`src/verilog/vac_cfg.svh`:
```
`ifndef VAC_CFG_SVH
`define VAC_CFG_SVH

// ==========================================================
// bus address and data byte layout
`define VAC_DEV_ADDR 7'h67
`define VAC_BANK_BIT 7
`define VAC_SEL_HI 6
`define VAC_SEL_LO 5
`define VAC_PAY_HI 4

// ==========================================================
// register selects
`define VAC_REG_SHUTDOWN 2'h0
`define VAC_REG_MIC_MODE 2'h1
`define VAC_REG_MIC_GAIN 2'h2
`define VAC_REG_EARPIECE 2'h3

// ==========================================================
// field positions
`define VAC_SD_EP_ON_BIT 2
`define VAC_SD_SUPPLY_DIS_BIT 1
`define VAC_SD_RUN_BIT 0
`define VAC_MM_ROUTE_HI 4
`define VAC_MM_ROUTE_LO 3
`define VAC_MM_PERMIT_BIT 2
`define VAC_MM_MIC2_BIT 1
`define VAC_MM_MIC1_BIT 0
`define VAC_MG_POST_BIT 4
`define VAC_MG_PRE_HI 3
`define VAC_EP_SILENCE_BIT 4
`define VAC_EP_SKIP_BIT 2

// ==========================================================
// reset values
`define VAC_REG_RESET 5'h00

`endif

```
`src/verilog/vac_pkg.sv`:
```
package vac_pkg;

  typedef enum logic [1:0] {
    VAC_ROUTE_CANCEL,
    VAC_ROUTE_MIC1,
    VAC_ROUTE_MIC2,
    VAC_ROUTE_AVG
  } vac_route_e;

  // one register write decoded from a data byte
  typedef struct packed {
    logic bank;
    logic [1:0] sel;
    logic [4:0] payload;
  } vac_wr_s;

  // the four registers of one bank
  typedef struct packed {
    logic [4:0] earpiece;
    logic [4:0] mic_gain;
    logic [4:0] mic_mode;
    logic [4:0] shutdown;
  } vac_bank_s;

endpackage
```
`src/verilog/vac_bank_store.sv`:
```
`timescale 1ns/1ps
`default_nettype none
`include "vac_cfg.svh"

module vac_bank_store
  import vac_pkg::*;
(
  input wire logic mclk_i,
  input wire logic clear_all_i,
  input wire logic clear_run_i,
  input wire logic wr_en_i,
  input wire vac_wr_s wr_i,
  output vac_bank_s bank_a_o,
  output vac_bank_s bank_b_o
);

  // ==========================================================
  // storage: index is {bank, select}
  logic [4:0] mem_q [0:7];
  logic [2:0] wr_idx;

  assign wr_idx = {wr_i.bank, wr_i.sel};

  always_ff @(posedge mclk_i)
  begin
    for (int i = 0; i < 8; i++)
    begin
      if (clear_all_i)
        mem_q[i] <= `VAC_REG_RESET;
      else if (clear_run_i && i[1:0] == `VAC_REG_SHUTDOWN)
        mem_q[i] <= mem_q[i] & ~(5'h01 << `VAC_SD_RUN_BIT); // [RQ1]
      else if (wr_en_i && wr_idx == i[2:0])
        mem_q[i] <= wr_i.payload;
    end
  end

  assign bank_a_o = {mem_q[3], mem_q[2], mem_q[1], mem_q[0]};
  assign bank_b_o = {mem_q[7], mem_q[6], mem_q[5], mem_q[4]};

endmodule // vac_bank_store

`default_nettype wire

```
`src/verilog/vac_ctrl_regs.sv`:
```
// Function
// [RQ1] a low reset pin forces shutdown by clearing the run-enable bit.
// [RQ2] after that the device stays shut down until a write sets run-enable.
// [RQ3] with supply-reset-disable at 0, low bus supply restores all defaults.
// [RQ4] with supply-reset-disable at 1, bus supply level causes no reset.
// [RQ5] data bit 7 picks bank A or bank B for the write.
// [RQ6] the route field picks cancel, mic1 only, mic2 only or average.
// [RQ7] auto-mute-permit at 0 forbids automatic muting, at 1 permits it.
// [RQ8] per-mic silence bits mute their mic, overridden by auto-mute-permit.
// [RQ9] gain register, select 10, holds post gain in bit 4, pre gain in 3:0.
// [RQ10] only address 1100111 with a write bit of 0 is answered.
// [RQ11] data bits 6:5 pick shutdown, mic mode, mic gain or earpiece.
// [RQ12] only writes are accepted; a read request gets no answer.
// [RQ13] the device acknowledges its address and each data byte.
`timescale 1ns/1ps
`default_nettype none
`include "vac_cfg.svh"

module vac_ctrl_regs
  import vac_pkg::*;
(
  input wire logic mclk_i,
  input wire logic reset_i,
  input wire logic rst_pin_n_i,
  input wire logic bus_supply_low_i,
  input wire logic scl_i,
  input wire logic sda_i,
  output logic sda_o,
  output logic sda_oe_o,
  input wire logic auto_mute_req_i,
  output logic run_o,
  output logic earpiece_output_on_o,
  output vac_route_e mic_route_o,
  output logic first_mic_muted_o,
  output logic second_mic_muted_o,
  output logic post_gain_high_o,
  output logic [3:0] input_stage_gain_o,
  output logic earpiece_silence_o,
  output logic earpiece_auto_gain_skip_o,
  output logic [1:0] earpiece_input_r_o,
  output vac_bank_s bank_a_o,
  output vac_bank_s bank_b_o
);

  typedef enum logic [2:0] {
    VAC_IDLE,
    VAC_ADDR,
    VAC_ACK_ADDR,
    VAC_DATA,
    VAC_ACK_DATA
  } vac_state_e;

  // ==========================================================
  // shared state decodes
  // states in which the data line is held low for an acknowledge
  function automatic logic is_ack(input vac_state_e s);
    is_ack = (s == VAC_ACK_ADDR) || (s == VAC_ACK_DATA);
  endfunction

  // states in which bus bits are shifted in
  function automatic logic is_rx(input vac_state_e s);
    is_rx = (s == VAC_ADDR) || (s == VAC_DATA);
  endfunction

  // ==========================================================
  // bus line edge detection
  logic scl_q;
  logic sda_q;
  logic scl_rise;
  logic scl_fall;
  logic start_seen;
  logic stop_seen;

  assign scl_rise = scl_i & ~scl_q;
  assign scl_fall = ~scl_i & scl_q;
  assign start_seen = scl_i & scl_q & sda_q & ~sda_i;
  assign stop_seen = scl_i & scl_q & ~sda_q & sda_i;

  always_ff @(posedge mclk_i)
  begin
    if (reset_i)
    begin
      scl_q <= 1'b1;
      sda_q <= 1'b1;
    end
    else
    begin
      scl_q <= scl_i;
      sda_q <= sda_i;
    end
  end

  // ==========================================================
  // byte receiver
  vac_state_e state_q;
  vac_state_e state_d;
  logic [7:0] shift_q;
  logic [3:0] nbits_q;
  logic byte_full;
  logic byte_done;
  logic bit_take;
  logic addr_match;
  logic wr_en;
  vac_wr_s wr_word;

  assign byte_full = (nbits_q == 4'h8);
  // the ninth rising edge is the acknowledge slot, never shifted in
  assign bit_take = scl_rise && !byte_full && is_rx(state_q);
  // a byte is closed on the falling clock edge after its eighth bit
  assign byte_done = byte_full && scl_fall;
  // bit 0 is the direction; a read request fails the match
  assign addr_match = (shift_q == {`VAC_DEV_ADDR, 1'b0}); // [RQ10] [RQ12]
  assign wr_en = (state_q == VAC_DATA) && byte_done;
  assign wr_word.bank = shift_q[`VAC_BANK_BIT]; // [RQ5]
  assign wr_word.sel = shift_q[`VAC_SEL_HI:`VAC_SEL_LO]; // [RQ11]
  assign wr_word.payload = shift_q[`VAC_PAY_HI:0];

  always_comb
  begin
    state_d = state_q;
    case (state_q)
      VAC_IDLE: ;
      VAC_ADDR:
        if (byte_done)
          state_d = addr_match ? VAC_ACK_ADDR : VAC_IDLE; // [RQ12]
      VAC_ACK_ADDR:
        if (scl_fall)
          state_d = VAC_DATA;
      VAC_DATA:
        if (wr_en)
          state_d = VAC_ACK_DATA;
      VAC_ACK_DATA:
        if (scl_fall)
          state_d = VAC_DATA;
      default:
        state_d = VAC_IDLE;
    endcase
    if (stop_seen)
      state_d = VAC_IDLE;
    if (start_seen)
      state_d = VAC_ADDR;
  end

  always_ff @(posedge mclk_i)
  begin
    if (reset_i)
      state_q <= VAC_IDLE;
    else
      state_q <= state_d;
  end

  // bit count restarts at a start and after every acknowledge slot
  always_ff @(posedge mclk_i)
  begin
    if (reset_i || start_seen || is_ack(state_d))
      nbits_q <= 4'h0;
    else if (bit_take)
      nbits_q <= nbits_q + 4'h1;
  end

  always_ff @(posedge mclk_i)
  begin
    if (reset_i)
      shift_q <= 8'h00;
    else if (bit_take)
      shift_q <= {shift_q[6:0], sda_i};
  end

  // ack is driven from the falling edge after bit 8 to the next one
  assign sda_o = 1'b0;
  // taken from the state register so the pull never glitches
  assign sda_oe_o = is_ack(state_q); // [RQ13]

  // ==========================================================
  // reset sources and register store
  logic supply_reset;
  logic pin_shutdown;

  // the disable bit is taken from bank A, which also drives the outputs
  // limitation: the supply flag is trusted as a clean level, no filter
  assign supply_reset = bus_supply_low_i &&
    !bank_a_o.shutdown[`VAC_SD_SUPPLY_DIS_BIT]; // [RQ3] [RQ4]
  // pin held low also blocks a run-enable write in the same cycle
  assign pin_shutdown = !rst_pin_n_i; // [RQ1] [RQ2]

  vac_bank_store u_store (
    .mclk_i(mclk_i),
    .clear_all_i(reset_i || supply_reset), // [RQ3]
    .clear_run_i(pin_shutdown),
    .wr_en_i(wr_en && !reset_i),
    .wr_i(wr_word),
    .bank_a_o(bank_a_o),
    .bank_b_o(bank_b_o)
  );

  // ==========================================================
  // decoded controls from the active bank (A)
  // bank B is kept and shown only; nothing here acts on it
  logic permit;

  assign permit = bank_a_o.mic_mode[`VAC_MM_PERMIT_BIT];
  assign run_o = bank_a_o.shutdown[`VAC_SD_RUN_BIT]; // [RQ2]
  assign earpiece_output_on_o = run_o &&
    bank_a_o.shutdown[`VAC_SD_EP_ON_BIT];
  assign mic_route_o = vac_route_e'(
    bank_a_o.mic_mode[`VAC_MM_ROUTE_HI:`VAC_MM_ROUTE_LO]); // [RQ6]
  // permit hands muting to the automatic request, silence bits ignored
  assign first_mic_muted_o = permit ? auto_mute_req_i :
    bank_a_o.mic_mode[`VAC_MM_MIC1_BIT]; // [RQ7] [RQ8]
  assign second_mic_muted_o = permit ? auto_mute_req_i :
    bank_a_o.mic_mode[`VAC_MM_MIC2_BIT]; // [RQ7] [RQ8]
  assign post_gain_high_o = bank_a_o.mic_gain[`VAC_MG_POST_BIT]; // [RQ9]
  assign input_stage_gain_o = bank_a_o.mic_gain[`VAC_MG_PRE_HI:0]; // [RQ9]
  assign earpiece_silence_o = bank_a_o.earpiece[`VAC_EP_SILENCE_BIT];
  assign earpiece_auto_gain_skip_o = bank_a_o.earpiece[`VAC_EP_SKIP_BIT];
  assign earpiece_input_r_o = bank_a_o.earpiece[1:0];

endmodule // vac_ctrl_regs

`default_nettype wire

```
`config.mk`:
```
export PLATFORM = sky130hd
export DESIGN_NAME = vac_ctrl_regs
export DESIGN_NICKNAME = d
export VERILOG_FILES = /design/src/verilog/vac_pkg.sv /design/src/verilog/vac_bank_store.sv /design/src/verilog/vac_ctrl_regs.sv
export VERILOG_INCLUDE_DIRS = /design/src /design/src/verilog
export SDC_FILE = /design/constraint.sdc
export NUM_CORES = 1
export LEC_CHECK = 0
export BUFFER_PORTS_ARGS = -buffer_cell sky130_fd_sc_hd__buf_2
export CAP_MARGIN = 15
export CORE_MARGIN = 3
export CORE_UTILIZATION = 50
export DETAILED_ROUTE_END_ITERATION = 10
export GPL_ROUTABILITY_DRIVEN = 1
export GPL_TIMING_DRIVEN = 0
export HOLD_SLACK_MARGIN = 0.12
export PLACE_DENSITY = 0.75
export SETUP_SLACK_MARGIN = 0.3
export SLEW_MARGIN = 30
export SYNTH_ARGS = -nofsm -noshare
export SYNTH_HDL_FRONTEND = slang
export SYNTH_SLANG_ARGS = --single-unit
```
`constraint.sdc`:
```
create_clock -name mclk_i -period 6.1 [get_ports mclk_i]
set_clock_uncertainty 0.2 [all_clocks]
set_input_delay 0.915 -clock mclk_i [delete_from_list [all_inputs] [get_ports mclk_i]]
set_output_delay 0.915 -clock mclk_i [all_outputs]
set_load 0.05 [all_outputs]
```
==> results of run 1 <==
==> area by class of cell <==
type	count	area, sq um
Multi-Input combinational cell	160	995
Timing Repair Buffer	61	305
Sequential cell	57	1540
Clock inverter	6	106
Clock buffer	10	128
Tap cell	70	87.6
Inverter	6	22.5
Buffer	24	139
Fill cell	400	1850
==> power groups by stage <==
| stage | clock network (uW) | registers [uW] | logic [uW] |
|---|---|---|---|
| after detailed placement | 0 | 442 | 114 |
| after floorplan | 0 | 489 | 42.6 |
| final | 412 | 434 | 114 |
| after global routing | 435 | 435 | 119 |
| after global placement | 0 | 442 | 113 |
| after CTS | 416 | 434 | 114 |
==> placed cells by master (no fill, tap or decap), types with 2 or more instances in the layout <==
cell type,Yosys,final
and2_1,43,43
a21oi_1,11,11
nand3_1,10,10
inv_1,6,6
and4b_1,3,3
o211ai_1,4,4
and4bb_2,2,2
nand2_1,15,15
o21ai_0,15,15
clkbuf_8,0,9
nor3_1,7,7
bufinv_16,0,3
dfxtp_1,17,17
nand2b_1,7,7
nor2_1,3,3
o22ai_1,4,4
and4_1,2,2
or2_2,2,2
buf_4,13,13
nand3b_1,3,3
xnor2_1,2,2
nor2b_1,2,2
nor4_1,4,4
and3_1,2,2
ha_1,2,2
edfxtp_1,40,40
clkbuf_1,11,12
buf_2,0,61
==> tightest hold or removal path: stages, from the launching register on <==
cell and delay, ps:
dfxtp_1 360, nand2_1 70, a21oi_1 50
==> per-layer routing <==
layer | global-route usage, % | up-vias | wire length (um)
met3 | 3.50 | 11 | 328
li1 | - | 1020 | -
met5 | 0 | - | 0
met4 | 8.93 | 0 | 116
met2 | 29.6 | 61 | 2580
met1 | 21.7 | 983 | 2380
==> how the worst min path moves through the flow <==
stage | from | endpoint | slack, ps
floorplan | shift_q[5] | shift_q[5] | 280
global placement | shift_q[5] | shift_q[5] | 310
detailed placement | shift_q[5] | shift_q[5] | 320
CTS | shift_q[5] | shift_q[5] | 320
global route | shift_q[7] | shift_q[7] | 360
finish | shift_q[5] | shift_q[5] | 330
==> logic make-up (layout without fill, tap and decap cells) <==
group / after synthesis / count (layout) / synth area share (%)
adder cells (fa/ha/maj): 2 / 2 / 0.927
XOR/XNOR: 2 / 2 / 0.649
flip-flops: 57 / 57 / 57.1
other: 1 / 1 / 0.139
buffers and inverters: 30 / 107 / 5.98
AO/OA/AOI/OAI: 41 / 41 / 9.04
AND/OR/NAND/NOR: 114 / 114 / 26.1
==> synthesized netlist by cell type (2+ instances only) <==
cell type  count  share of area (%)
nand3b_1       3               0.83
a21oi_1       11                2.0
dfxtp_1       17                 13
inv_1          6               0.83
and4b_1        3                1.1
edfxtp_1      40                 45
nor2_1         3               0.42
nor3_1         7                1.3
o22ai_1        4               0.93
and4bb_2       2               0.93
and4_1         2               0.65
ha_1           2               0.93
and2_1        43                 10
or2_2          2               0.46
and3_1         2               0.46
xnor2_1        2               0.65
nor2b_1        2               0.46
o21ai_0       15                2.8
nor4_1         4               0.93
nand2b_1       7                1.6
clkbuf_1      11                1.5
nand3_1       10                1.9
nand2_1       15                2.1
buf_4         13                3.6
o211ai_1       4                1.1
==> sequential cells by signal, summed over array words and instances, names as in the netlist <==
name and cells:
shift_q 8, scl_q 1, u_store.mem_q 40, state_q 3, sda_q 1, nbits_q 4
==> through the flow <==
step / power [uW] / hold slack, ps / std cells / cell area, sq um
after global placement: 556 / 309 / 378 / 3090
final: 960 / 328 / 394 / 3320
after detailed placement: 557 / 316 / 378 / 3090
after CTS: 964 / 324 / 394 / 3320
after floorplan: 532 / 282 / 247 / 2700
after global routing: 989 / 357 / 394 / 3320
==> flow_metrics.env, run 1 <==
export IMPL_outcome="finished, final reports clean"
export IMPL_tightest_slew_ps=761
export IMPL_fin_setup_tns_ps=0
export IMPL_maxCapViolations=0
export IMPL_synthArstFlopShare_pct=0
export IMPL_synth_fp_nets=256
export IMPL_reg2reg_depth=6
export IMPL_clkTransAtPathRegs_ps=60
export IMPL_post_cts_resized=0
export IMPL_power_frac_seq_pct=45.2
export IMPL_yosys_cell_types_count=42
export IMPL_cts_buffers=9
export IMPL_pre_cts_slack_ps=3200
export IMPL_cts_hold_buffers_added=0
export IMPL_hp_class="reg2reg"
export IMPL_cpPeakStageDelay_ps=630
export IMPL_ys_warn_count=0
export IMPL_crit_path_top_delay_cell="o21ai_0"
export IMPL_nets=328
export IMPL_gp_congestion=0.850
export IMPL_reg2reg_to="u_store.mem_q[1][13]"
export IMPL_cp_top_family="compound AO/OA/AOI/OAI gates"
export IMPL_finalHoldViolations=0
export IMPL_crit_type="in2reg"
export IMPL_cp_arrival_ps=2300
export IMPL_postCtsSetupRepairBufs=0
export IMPL_die_w_um=79.5
export IMPL_crit_chain="buf_2 -> and4b_1 -> and2_1 -> nand2_1 -> o21ai_0"
export IMPL_drtPass1Iterations=4
export IMPL_antenna_found_initial=0
export IMPL_rsz0062_at_grt="false"
export IMPL_drv_slew=0
export IMPL_clock_power_share_pct=42.9
export IMPL_track_usage_pct=17.7
export IMPL_synth_edf_count=40
export IMPL_ir_worst_vdd_v=0.000118
export IMPL_syn2layout_area_growth_pct=23.2
export IMPL_dieArea_sq_mm=0.00631
export IMPL_viasPerCell=5.27
export IMPL_drc=0
export IMPL_cp_end_kind="register"
export IMPL_final_core_util_pct=64.3
export IMPL_whs_path_depth=2
export IMPL_seq_area_frac_synth_pct=57.1
export IMPL_insertion_delay_ps=320
export IMPL_cts_tree="yes"
export IMPL_synth_area_per_cell_sq_um=10.9
export IMPL_switchingPower_uw=239
export IMPL_crit_buf_inv=1
export IMPL_crit_path_start_kind="input port"
export IMPL_r2r_slack_ps=3730
export IMPL_cts_root_buf="clkbuf_8"
export IMPL_drive_above_1_share_pct=29.0
export IMPL_r2r_start="nbits_q[0]"
export IMPL_clk_path_buf_depth=2
export IMPL_grt_pass1_wl_mm=8.62
export IMPL_setup_viol=0
export IMPL_slew_headroom_pct=48.7
export IMPL_synthFlopType="edfxtp_1"
export IMPL_cp_startpoint="scl_i"
export IMPL_avgRoutedWirePerCell_um=13.7
export IMPL_crit_fanout=10
export IMPL_ctsHtreeMaxLevel=3
export IMPL_p_sw_share_pct=24.9
export IMPL_drt_iter0_markers=125
export IMPL_n_antenna_cell=0
export IMPL_total_leakage_power_uw=0.00140
export IMPL_io_buffers=61
export IMPL_grt_pass1_vias=1895
export IMPL_synth_area_sq_mm=0.00270
export IMPL_pin_count=64
export IMPL_start_util_pct=52.2
export IMPL_routed_wl_mm=5.41
export IMPL_crit_end="u_store.mem_q[1][13]"
export IMPL_cts_sinks=57
export IMPL_die_h_um=79.5
export IMPL_internal_power_uw=721
export IMPL_fin_crit_sh_pct=41.7
export IMPL_fp_row_count=26
export IMPL_critPathRequiredTime_ps=5850
export IMPL_ys_ff_latch=57
export IMPL_fin_ws_ps=3550
export IMPL_grt_ovfl_total=0
export IMPL_comb_power_share_pct=11.9
export IMPL_ant_nets=0
export IMPL_vias=2075
export IMPL_hpwlAfterDp_mm=3.94
export IMPL_max_freq_mhz=393
export IMPL_post_route_min_period_ps=2550
export IMPL_p_per_area_mw_per_mm2=289
export IMPL_worst_path_stages=5
export IMPL_core_sq_mm=0.00517
export IMPL_netlist_instances=247
export IMPL_grt_max_degree=11
Power figures use the tool's default switching activity.
==> run 2, diff against run 1 <==
--- a/config.mk
+++ b/config.mk
@@ -6,6 +6,7 @@
 export SDC_FILE = /design/constraint.sdc
 export NUM_CORES = 1
 export LEC_CHECK = 0
+export ABC_AREA = 1
 export BUFFER_PORTS_ARGS = -buffer_cell sky130_fd_sc_hd__buf_2
 export CAP_MARGIN = 15
 export CORE_MARGIN = 3
@@ -14,7 +15,7 @@
 export GPL_ROUTABILITY_DRIVEN = 1
 export GPL_TIMING_DRIVEN = 0
 export HOLD_SLACK_MARGIN = 0.12
-export PLACE_DENSITY = 0.75
+export PLACE_DENSITY = 0.76
 export SETUP_SLACK_MARGIN = 0.3
 export SLEW_MARGIN = 30
 export SYNTH_ARGS = -nofsm -noshare
==> constraint.sdc (replaced) <==
create_clock -name mclk_i -period 2.5 [get_ports mclk_i]
set_clock_uncertainty 0.2 [all_clocks]
set_input_delay 0.375 -clock mclk_i [delete_from_list [all_inputs] [get_ports mclk_i]]
set_output_delay 0.375 -clock mclk_i [all_outputs]
set_load 0.05 [all_outputs]
==> run 2 against run 1 <==
- area after synthesis down 5.7%
- first-iteration DRC count decreased by 9.6%
- core utilization rose by 4.0 points
- clock power is 150% higher
- sequential cell count is the same
- sequential share of layout area is 0.48 points higher
- combinational power grew to 2.6 times the previous value
- count of clock-buffer cells in the layout increased by 1
- non-clock buffer count unchanged
- cell count up 4.1%
- critical path depth rose by 5
- synthesized cell count up 4.5%
- critical path type is now reg2reg
==> flow_metrics.env, run 2 <==
export IMPL_outcome="finished, final reports clean"
export IMPL_synthArstFlopShare_pct=0
export IMPL_yosys_area_top_type_share_pct=47.2
export IMPL_crit_end="u_store.mem_q[1][9]"
export IMPL_ys_warn_count=0
export IMPL_grt_pass1_vias=1701
export IMPL_r2r_start="nbits_q[0]"
export IMPL_switchingPower_uw=588
export IMPL_setup_viol=0
export IMPL_clk_path_buf_depth=2
export IMPL_avgRoutedWirePerCell_um=11.7
export IMPL_core_sq_mm=0.00482
export IMPL_cp_arrival_ps=1910
export IMPL_internal_power_uw=1770
export IMPL_vias=1922
export IMPL_fp_row_count=25
export IMPL_drv_slew=0
export IMPL_syn2layout_area_growth_pct=29.3
export IMPL_ys_ff_latch=57
export IMPL_drc=0
export IMPL_yosys_cell_types_count=30
export IMPL_insertion_delay_ps=330
export IMPL_cp_startpoint="nbits_q[0]"
export IMPL_hpwlAfterDp_mm=3.38
export IMPL_crit_path_top_delay_cell="dfxtp_1"
export IMPL_grt_pass1_wl_mm=7.79
export IMPL_synth_top_area_cell="edfxtp_1"
export IMPL_largestRegisters="u_store.mem_q: 40 flops, shift_q: 8 flops, nbits_q: 4 flops"
export IMPL_fin_crit_sh_pct=83.4
export IMPL_drtPass1Iterations=5
export IMPL_drive_above_1_share_pct=36.4
export IMPL_place_area_sq_mm=0.00293
export IMPL_netlist_instances=258
export IMPL_crit_path_start_kind="register"
export IMPL_largest_register_ffs=40
export IMPL_r2r_slack_ps=410
export IMPL_synth_area_sq_mm=0.00254
export IMPL_comb_power_share_pct=12.4
export IMPL_synth_area_per_cell_sq_um=9.86
export IMPL_p_sw_share_pct=24.9
export IMPL_nets=347
export IMPL_crit_chain="inv_1 -> ha_1 -> nand2_1 -> nor2_2 -> nand2_2 -> nor2_4 -> nand2_4 -> nor2_8 -> inv_1 -> o21ai_4"
export IMPL_die_h_um=77.3
export IMPL_p_per_area_mw_per_mm2=716
export IMPL_clkTransAtPathRegs_ps=60
export IMPL_regMostFlops="u_store.mem_q"
export IMPL_antenna_found_initial=0
export IMPL_synthFlopType="edfxtp_1"
export IMPL_n_fill_cell=382
export IMPL_crit_fanout=5
export IMPL_ant_nets=0
export IMPL_hp_class="in2reg"
export IMPL_io_buffers=61
export IMPL_dp_cells=386
export IMPL_final_common_cell="buf_2"
export IMPL_routed_wl_mm=4.80
export IMPL_cts_sinks=57
export IMPL_crit_type="reg2reg"
export IMPL_whs_ps=166
export IMPL_synth_edf_count=40
export IMPL_ir_worst_vdd_v=0.000422
export IMPL_cp_end_kind="register"
export IMPL_synth_common_cells="58 x nor2_1, 40 x edfxtp_1, 32 x nand2_1"
export IMPL_seq_area_frac_synth_pct=60.6
export IMPL_cts_tree="yes"
export IMPL_clock_power_share_pct=42.7
export IMPL_die_w_um=77.3
export IMPL_viasPerCell=4.69
export IMPL_gp_congestion=0.854
export IMPL_power_frac_seq_pct=44.9
export IMPL_ctsHtreeMaxLevel=3
export IMPL_fin_cells=410
export IMPL_dieArea_sq_mm=0.00598
export IMPL_total_leakage_power_uw=0.00146
export IMPL_cpPeakStageDelay_ps=330
export IMPL_drt_iter0_markers=113
export IMPL_reg2reg_to="u_store.mem_q[1][9]"
export IMPL_post_route_min_period_ps=2090
export IMPL_yosys_top_cells_area="edfxtp_1 47%, dfxtp_1 13%, nor2_1 8.6%, nand2_1 4.7%, buf_4 3.8%"
export IMPL_finalHoldViolations=0
export IMPL_n_antenna_cell=0
export IMPL_stdcell_area_sq_mm=0.00329
export IMPL_reg2reg_depth=10
export IMPL_maxCapViolations=0
export IMPL_layout_common_cells="62 x buf_2, 57 x nor2_1, 40 x edfxtp_1, 31 x nand2_1, 23 x inv_1"
export IMPL_grt_max_degree=11
export IMPL_fin_setup_tns_ps=0
export IMPL_crit_path_frequent_cell="inv_1"
export IMPL_critPathRequiredTime_ps=2320
export IMPL_cts_buffers=9
export IMPL_pin_count=64
export IMPL_start_util_pct=52.8
export IMPL_synth_fp_nets=267
export IMPL_track_usage_pct=17.1
export IMPL_cts_root_buf="clkbuf_8"
export IMPL_holdCritStartpoint="rst_pin_n_i"
export IMPL_grt_ovfl_total=0
export IMPL_max_freq_mhz=480
export IMPL_rsz0062_at_grt="false"
export IMPL_synth_most_common_cell="nor2_1"
run 2: changes by cell type after synthesis, sizes merged, moves of 4 or more:
cell    previous run  this run
nor3               7         3
o211ai             5         0
nor4               4         0
clkbuf            11         2
o22ai              4         0
nand2b             7         0
clkinv             0         5
nand2             15        37
inv                6        28
and2              43         1
nor2               3        62
run 2: final cells by class:
cell class	count	area, sq um	share of cell area [%]
Buffer	16	111	3.38
Clock buffer	11	131	3.99
Clock inverter	5	104	3.16
Inverter	33	124	3.76
Multi-Input combinational cell	152	825	25.1
Sequential cell	57	1540	46.8
Tap cell	67	83.8	2.55
Timing Repair Buffer	69	370	11.3
run 2: routing by layer:
layer | part of all wire [%] | vias up | routed length (um) | GRT usage (%)
met2 | 49 | 67 | 2370 | 28.8
met4 | 1.8 | 0 | 86 | 8.90
met3 | 6.7 | 9 | 322 | 5.57
met1 | 42 | 864 | 2020 | 19.4
met5 | 0 | - | 0 | 0
li1 | - | 982 | - | -
run 2: power groups by stage:
stage | Combinational [uW] | Sequential, uW | Clock [uW]
detailed placement | 285 | 1080 | 0
floorplan | 110 | 1190 | 0
global placement | 282 | 1080 | 0
global route | 307 | 1060 | 1060
finish | 292 | 1060 | 1010
CTS | 291 | 1060 | 1030
run 2: cell families after synthesis:
| family | Yosys count | synth area share, % |
|---|---|---|
| and+or+nand+nor | 118 | 22.1 |
| other | 1 | 0.147 |
| buffers and inverters | 49 | 9.19 |
| xor gates and xnor gates | 3 | 1.03 |
| DFF | 57 | 60.6 |
| AOI/OAI and AO/OA | 28 | 5.95 |
| adders and majority gates | 2 | 0.983 |
run 2: worst min-delay path by stage:
| stage | endpoint | slack, ps | cells past startpoint |
|---|---|---|---|
| floorplan | scl_q | 260 | 2 |
| global placement | shift_q[6] | 320 | 2 |
| detailed placement | shift_q[6] | 320 | 2 |
| CTS | u_store.mem_q[1][0] | 150 | 2 |
| global route | u_store.mem_q[0][0] | 150 | 2 |
| finish | u_store.mem_q[1][0] | 170 | 2 |
run 2: timing repair:
action,in CTS,in global routing
endpoints found under the setup margin,25,33
buffers inserted,0,6
resized for setup,7,8
endpoints found under the hold margin,2,0
hold buffers,2,0
pin swaps,0,5
run 2: through the flow:
step | worst slack, ps | power, uW | util [%]
after floorplan | 125 | 1300 | -
after global placement | 202 | 1360 | 60.9
after detailed placement | 158 | 1360 | 60.9
after CTS | 282 | 2380 | 66.8
after global routing | 303 | 2430 | 68.3
final | 415 | 2360 | 68.3
run 2: worst max-delay path, delay by kind of cell, from the launching register on:
kind / cells / cell delay, ps
AOI/OAI and AO/OA: 1 / 230
adders and majority gates: 1 / 180
buffers and inverters: 2 / 200
DFF: 1 / 330
and+or+nand+nor: 6 / 640
==> run 3, diff against run 2 <==
--- a/config.mk
+++ b/config.mk
@@ -6,16 +6,16 @@
 export SDC_FILE = /design/constraint.sdc
 export NUM_CORES = 1
 export LEC_CHECK = 0
-export ABC_AREA = 1
+export ABC_AREA = 0
 export BUFFER_PORTS_ARGS = -buffer_cell sky130_fd_sc_hd__buf_2
 export CAP_MARGIN = 15
 export CORE_MARGIN = 3
-export CORE_UTILIZATION = 50
+export CORE_UTILIZATION = 48
 export DETAILED_ROUTE_END_ITERATION = 10
 export GPL_ROUTABILITY_DRIVEN = 1
 export GPL_TIMING_DRIVEN = 0
 export HOLD_SLACK_MARGIN = 0.12
-export PLACE_DENSITY = 0.76
+export PLACE_DENSITY = 0.75
 export SETUP_SLACK_MARGIN = 0.3
 export SLEW_MARGIN = 30
 export SYNTH_ARGS = -nofsm -noshare
==> constraint.sdc (replaced) <==
create_clock -name mclk_i -period 1.7 [get_ports mclk_i]
set_clock_uncertainty 0.2 [all_clocks]
set_input_delay 0.255 -clock mclk_i [delete_from_list [all_inputs] [get_ports mclk_i]]
set_output_delay 0.255 -clock mclk_i [all_outputs]
set_load 0.05 [all_outputs]
==> run 3 against run 2 <==
- the run now ends with setup timing left
- combinational power increased by 91%
- die area rose by 9.6%
- routed wire length is 66% higher
- sequential power rose by 48%
- cell count rose by 0.73%
- first-iteration DRC count increased by 28%
- sequential share of layout area shrank 10 points
- register-to-register slack got worse by 720 ps
- count of clock-buffer cells in the layout shrank 2
- critical endpoint is now state_q[1]
- largest power group unchanged
==> flow_metrics.env, run 3 (synthesis gave the netlist of run 1 again) <==
export IMPL_track_usage_pct=22.5
export IMPL_largestRegisters="u_store.mem_q: 40 flops, shift_q: 8 flops, nbits_q: 4 flops"
export IMPL_violations="setup timing"
export IMPL_rsz0062_at_grt="true"
export IMPL_p_per_area_mw_per_mm2=754
export IMPL_ctsHtreeMaxLevel=3
export IMPL_insertion_delay_ps=340
export IMPL_seq_area_sq_mm=0.00156
export IMPL_grt_pass1_vias=2202
export IMPL_slew_headroom_pct=50.8
export IMPL_whs_ps=311
export IMPL_fin_setup_tns_ps=-12800
export IMPL_core_sq_mm=0.00527
export IMPL_n_antenna_cell=0
export IMPL_syn2layout_area_growth_pct=57.3
export IMPL_maxCapViolations=0
export IMPL_ir_worst_vdd_v=0.000504
export IMPL_cts_tree="yes"
export IMPL_cp_end_kind="register"
export IMPL_grt_max_degree=11
export IMPL_multi_input_area_sq_mm=0.00139
export IMPL_drt_iter0_markers=145
export IMPL_routed_wl_mm=7.97
export IMPL_fp_row_count=26
export IMPL_fin_ws_ps=-305
export IMPL_setup_viol=85
export IMPL_finalPower_uw=3200
export IMPL_pin_count=64
export IMPL_start_util_pct=51.2
export IMPL_outcome="finished, violations left"
export IMPL_regMostFlops="u_store.mem_q"
export IMPL_antenna_found_initial=0
export IMPL_nets=347
export IMPL_grt_pass1_wl_mm=10.8
export IMPL_tightest_slew_ps=738
export IMPL_vias=2293
export IMPL_finalHoldViolations=0
export IMPL_dieArea_sq_mm=0.00656
export IMPL_drc=0
export IMPL_gp_congestion=0.897
export IMPL_die_h_um=81.0
export IMPL_fin_crit_sh_pct=118
export IMPL_layout_common_cells="42 x buf_6, 40 x edfxtp_1, 30 x and2_1, 18 x buf_4"
export IMPL_die_w_um=81.0
export IMPL_crit_path_start_kind="register"
export IMPL_clk_path_buf_depth=2
export IMPL_crit_fanout=5
export IMPL_hp_class="in2reg"
export IMPL_n_fill_cell=295
export IMPL_avgRoutedWirePerCell_um=19.3
export IMPL_ant_nets=0
export IMPL_drtPass1Iterations=4
export IMPL_drive_above_1_share_pct=52.2
export IMPL_cts_buffers=9
export IMPL_viasPerCell=5.55
export IMPL_hpwlAfterDp_mm=4.07
export IMPL_largest_register_ffs=40
export IMPL_post_route_min_period_ps=2010
export IMPL_final_common_cell="buf_6"
export IMPL_crit_type="reg2reg"
export IMPL_cp_arrival_ps=2070
export IMPL_max_freq_mhz=499
export IMPL_drv_slew=0
export IMPL_cts_sinks=57
export IMPL_critPathRequiredTime_ps=1760
export IMPL_grt_ovfl_total=0
export IMPL_clkTransAtPathRegs_ps=70
export IMPL_io_buffers=61
export IMPL_cts_root_buf="clkbuf_8"
export IMPL_total_leakage_power_uw=0.00168
==> run 3: cell count changes in the layout (fill, tap and decap cells not counted), sizes merged, moves of 5 or more <==
cell	delta
nand2	-22
buf	+10
clkbuf	+6
o211ai	+5
and2	+42
nand2b	+7
nor2	-59
inv	-23
==> run 3: timing repair <==
| action | 4_1_cts | 5_1_grt |
|---|---|---|
| hold buffers | 3 | 0 |
| gates resized for setup | 121 | 71 |
| endpoints found under the setup margin | 125 | 141 |
| hold endpoints to repair | 5 | 0 |
| setup buffers | 11 | 5 |
| pin swaps | 16 | 11 |
==> run 3: per-layer routing <==
| layer | vias to the layer above | track usage, % | wire (um) |
|---|---|---|---|
| met2 | 83 | 43.2 | 4440 |
| met4 | 0 | 10.3 | 227 |
| met3 | 22 | 4.88 | 405 |
| li1 | 1067 | - | - |
| met5 | - | 0 | 0 |
| met1 | 1121 | 23.0 | 2890 |
==> run 3: critical path: stages, from the launching register on <==
cell and delay (ps):
dfxtp_2 320, or4b_4 530, or4_4 450, o211ai_4 240, nor3b_2 200
==> run 3: worst paths after layout <==
kind	cells after the start	endpoint	slack, ps	startpoint
hold reg to reg	2	shift_q[5]	380	shift_q[5]
setup / recovery	4	state_q[1]	-310	shift_q[0]
hold / removal	3	state_q[0]	310	sda_i
setup reg to reg	4	state_q[1]	-310	shift_q[0]
==> run 3: cell type report <==
type                       instances  share of cell area (%)
clock buffer                       9                    2.92
inverter                           6                   0.678
multi-input combinational        160                    32.7
timing repair buffer              80                    18.7
clock inverter                     7                   0.884
sequential                        57                    36.7
tap                               70                    2.06
buffer                            24                    5.34
==> run 3: through the flow <==
stage                     worst slack (ps)  instance area, sq um  std cells  utilization [%]
after global routing                  -341                  4240        413             80.5
after floorplan                       -159                  2890        247                -
final                                 -305                  4240        413             80.5
after global placement                -412                  3290        378             62.4
after CTS                             -278                  4010        408             76.1
after detailed placement              -450                  3290        378             62.4
==> run 3: report_power, final <==
group	leakage [uW]	internal (uW)	total (uW)	switching, uW
Clock	0.0000799	509	1070	563
Combinational	0.00102	194	557	363
Sequential	0.000580	1530	1570	39.2
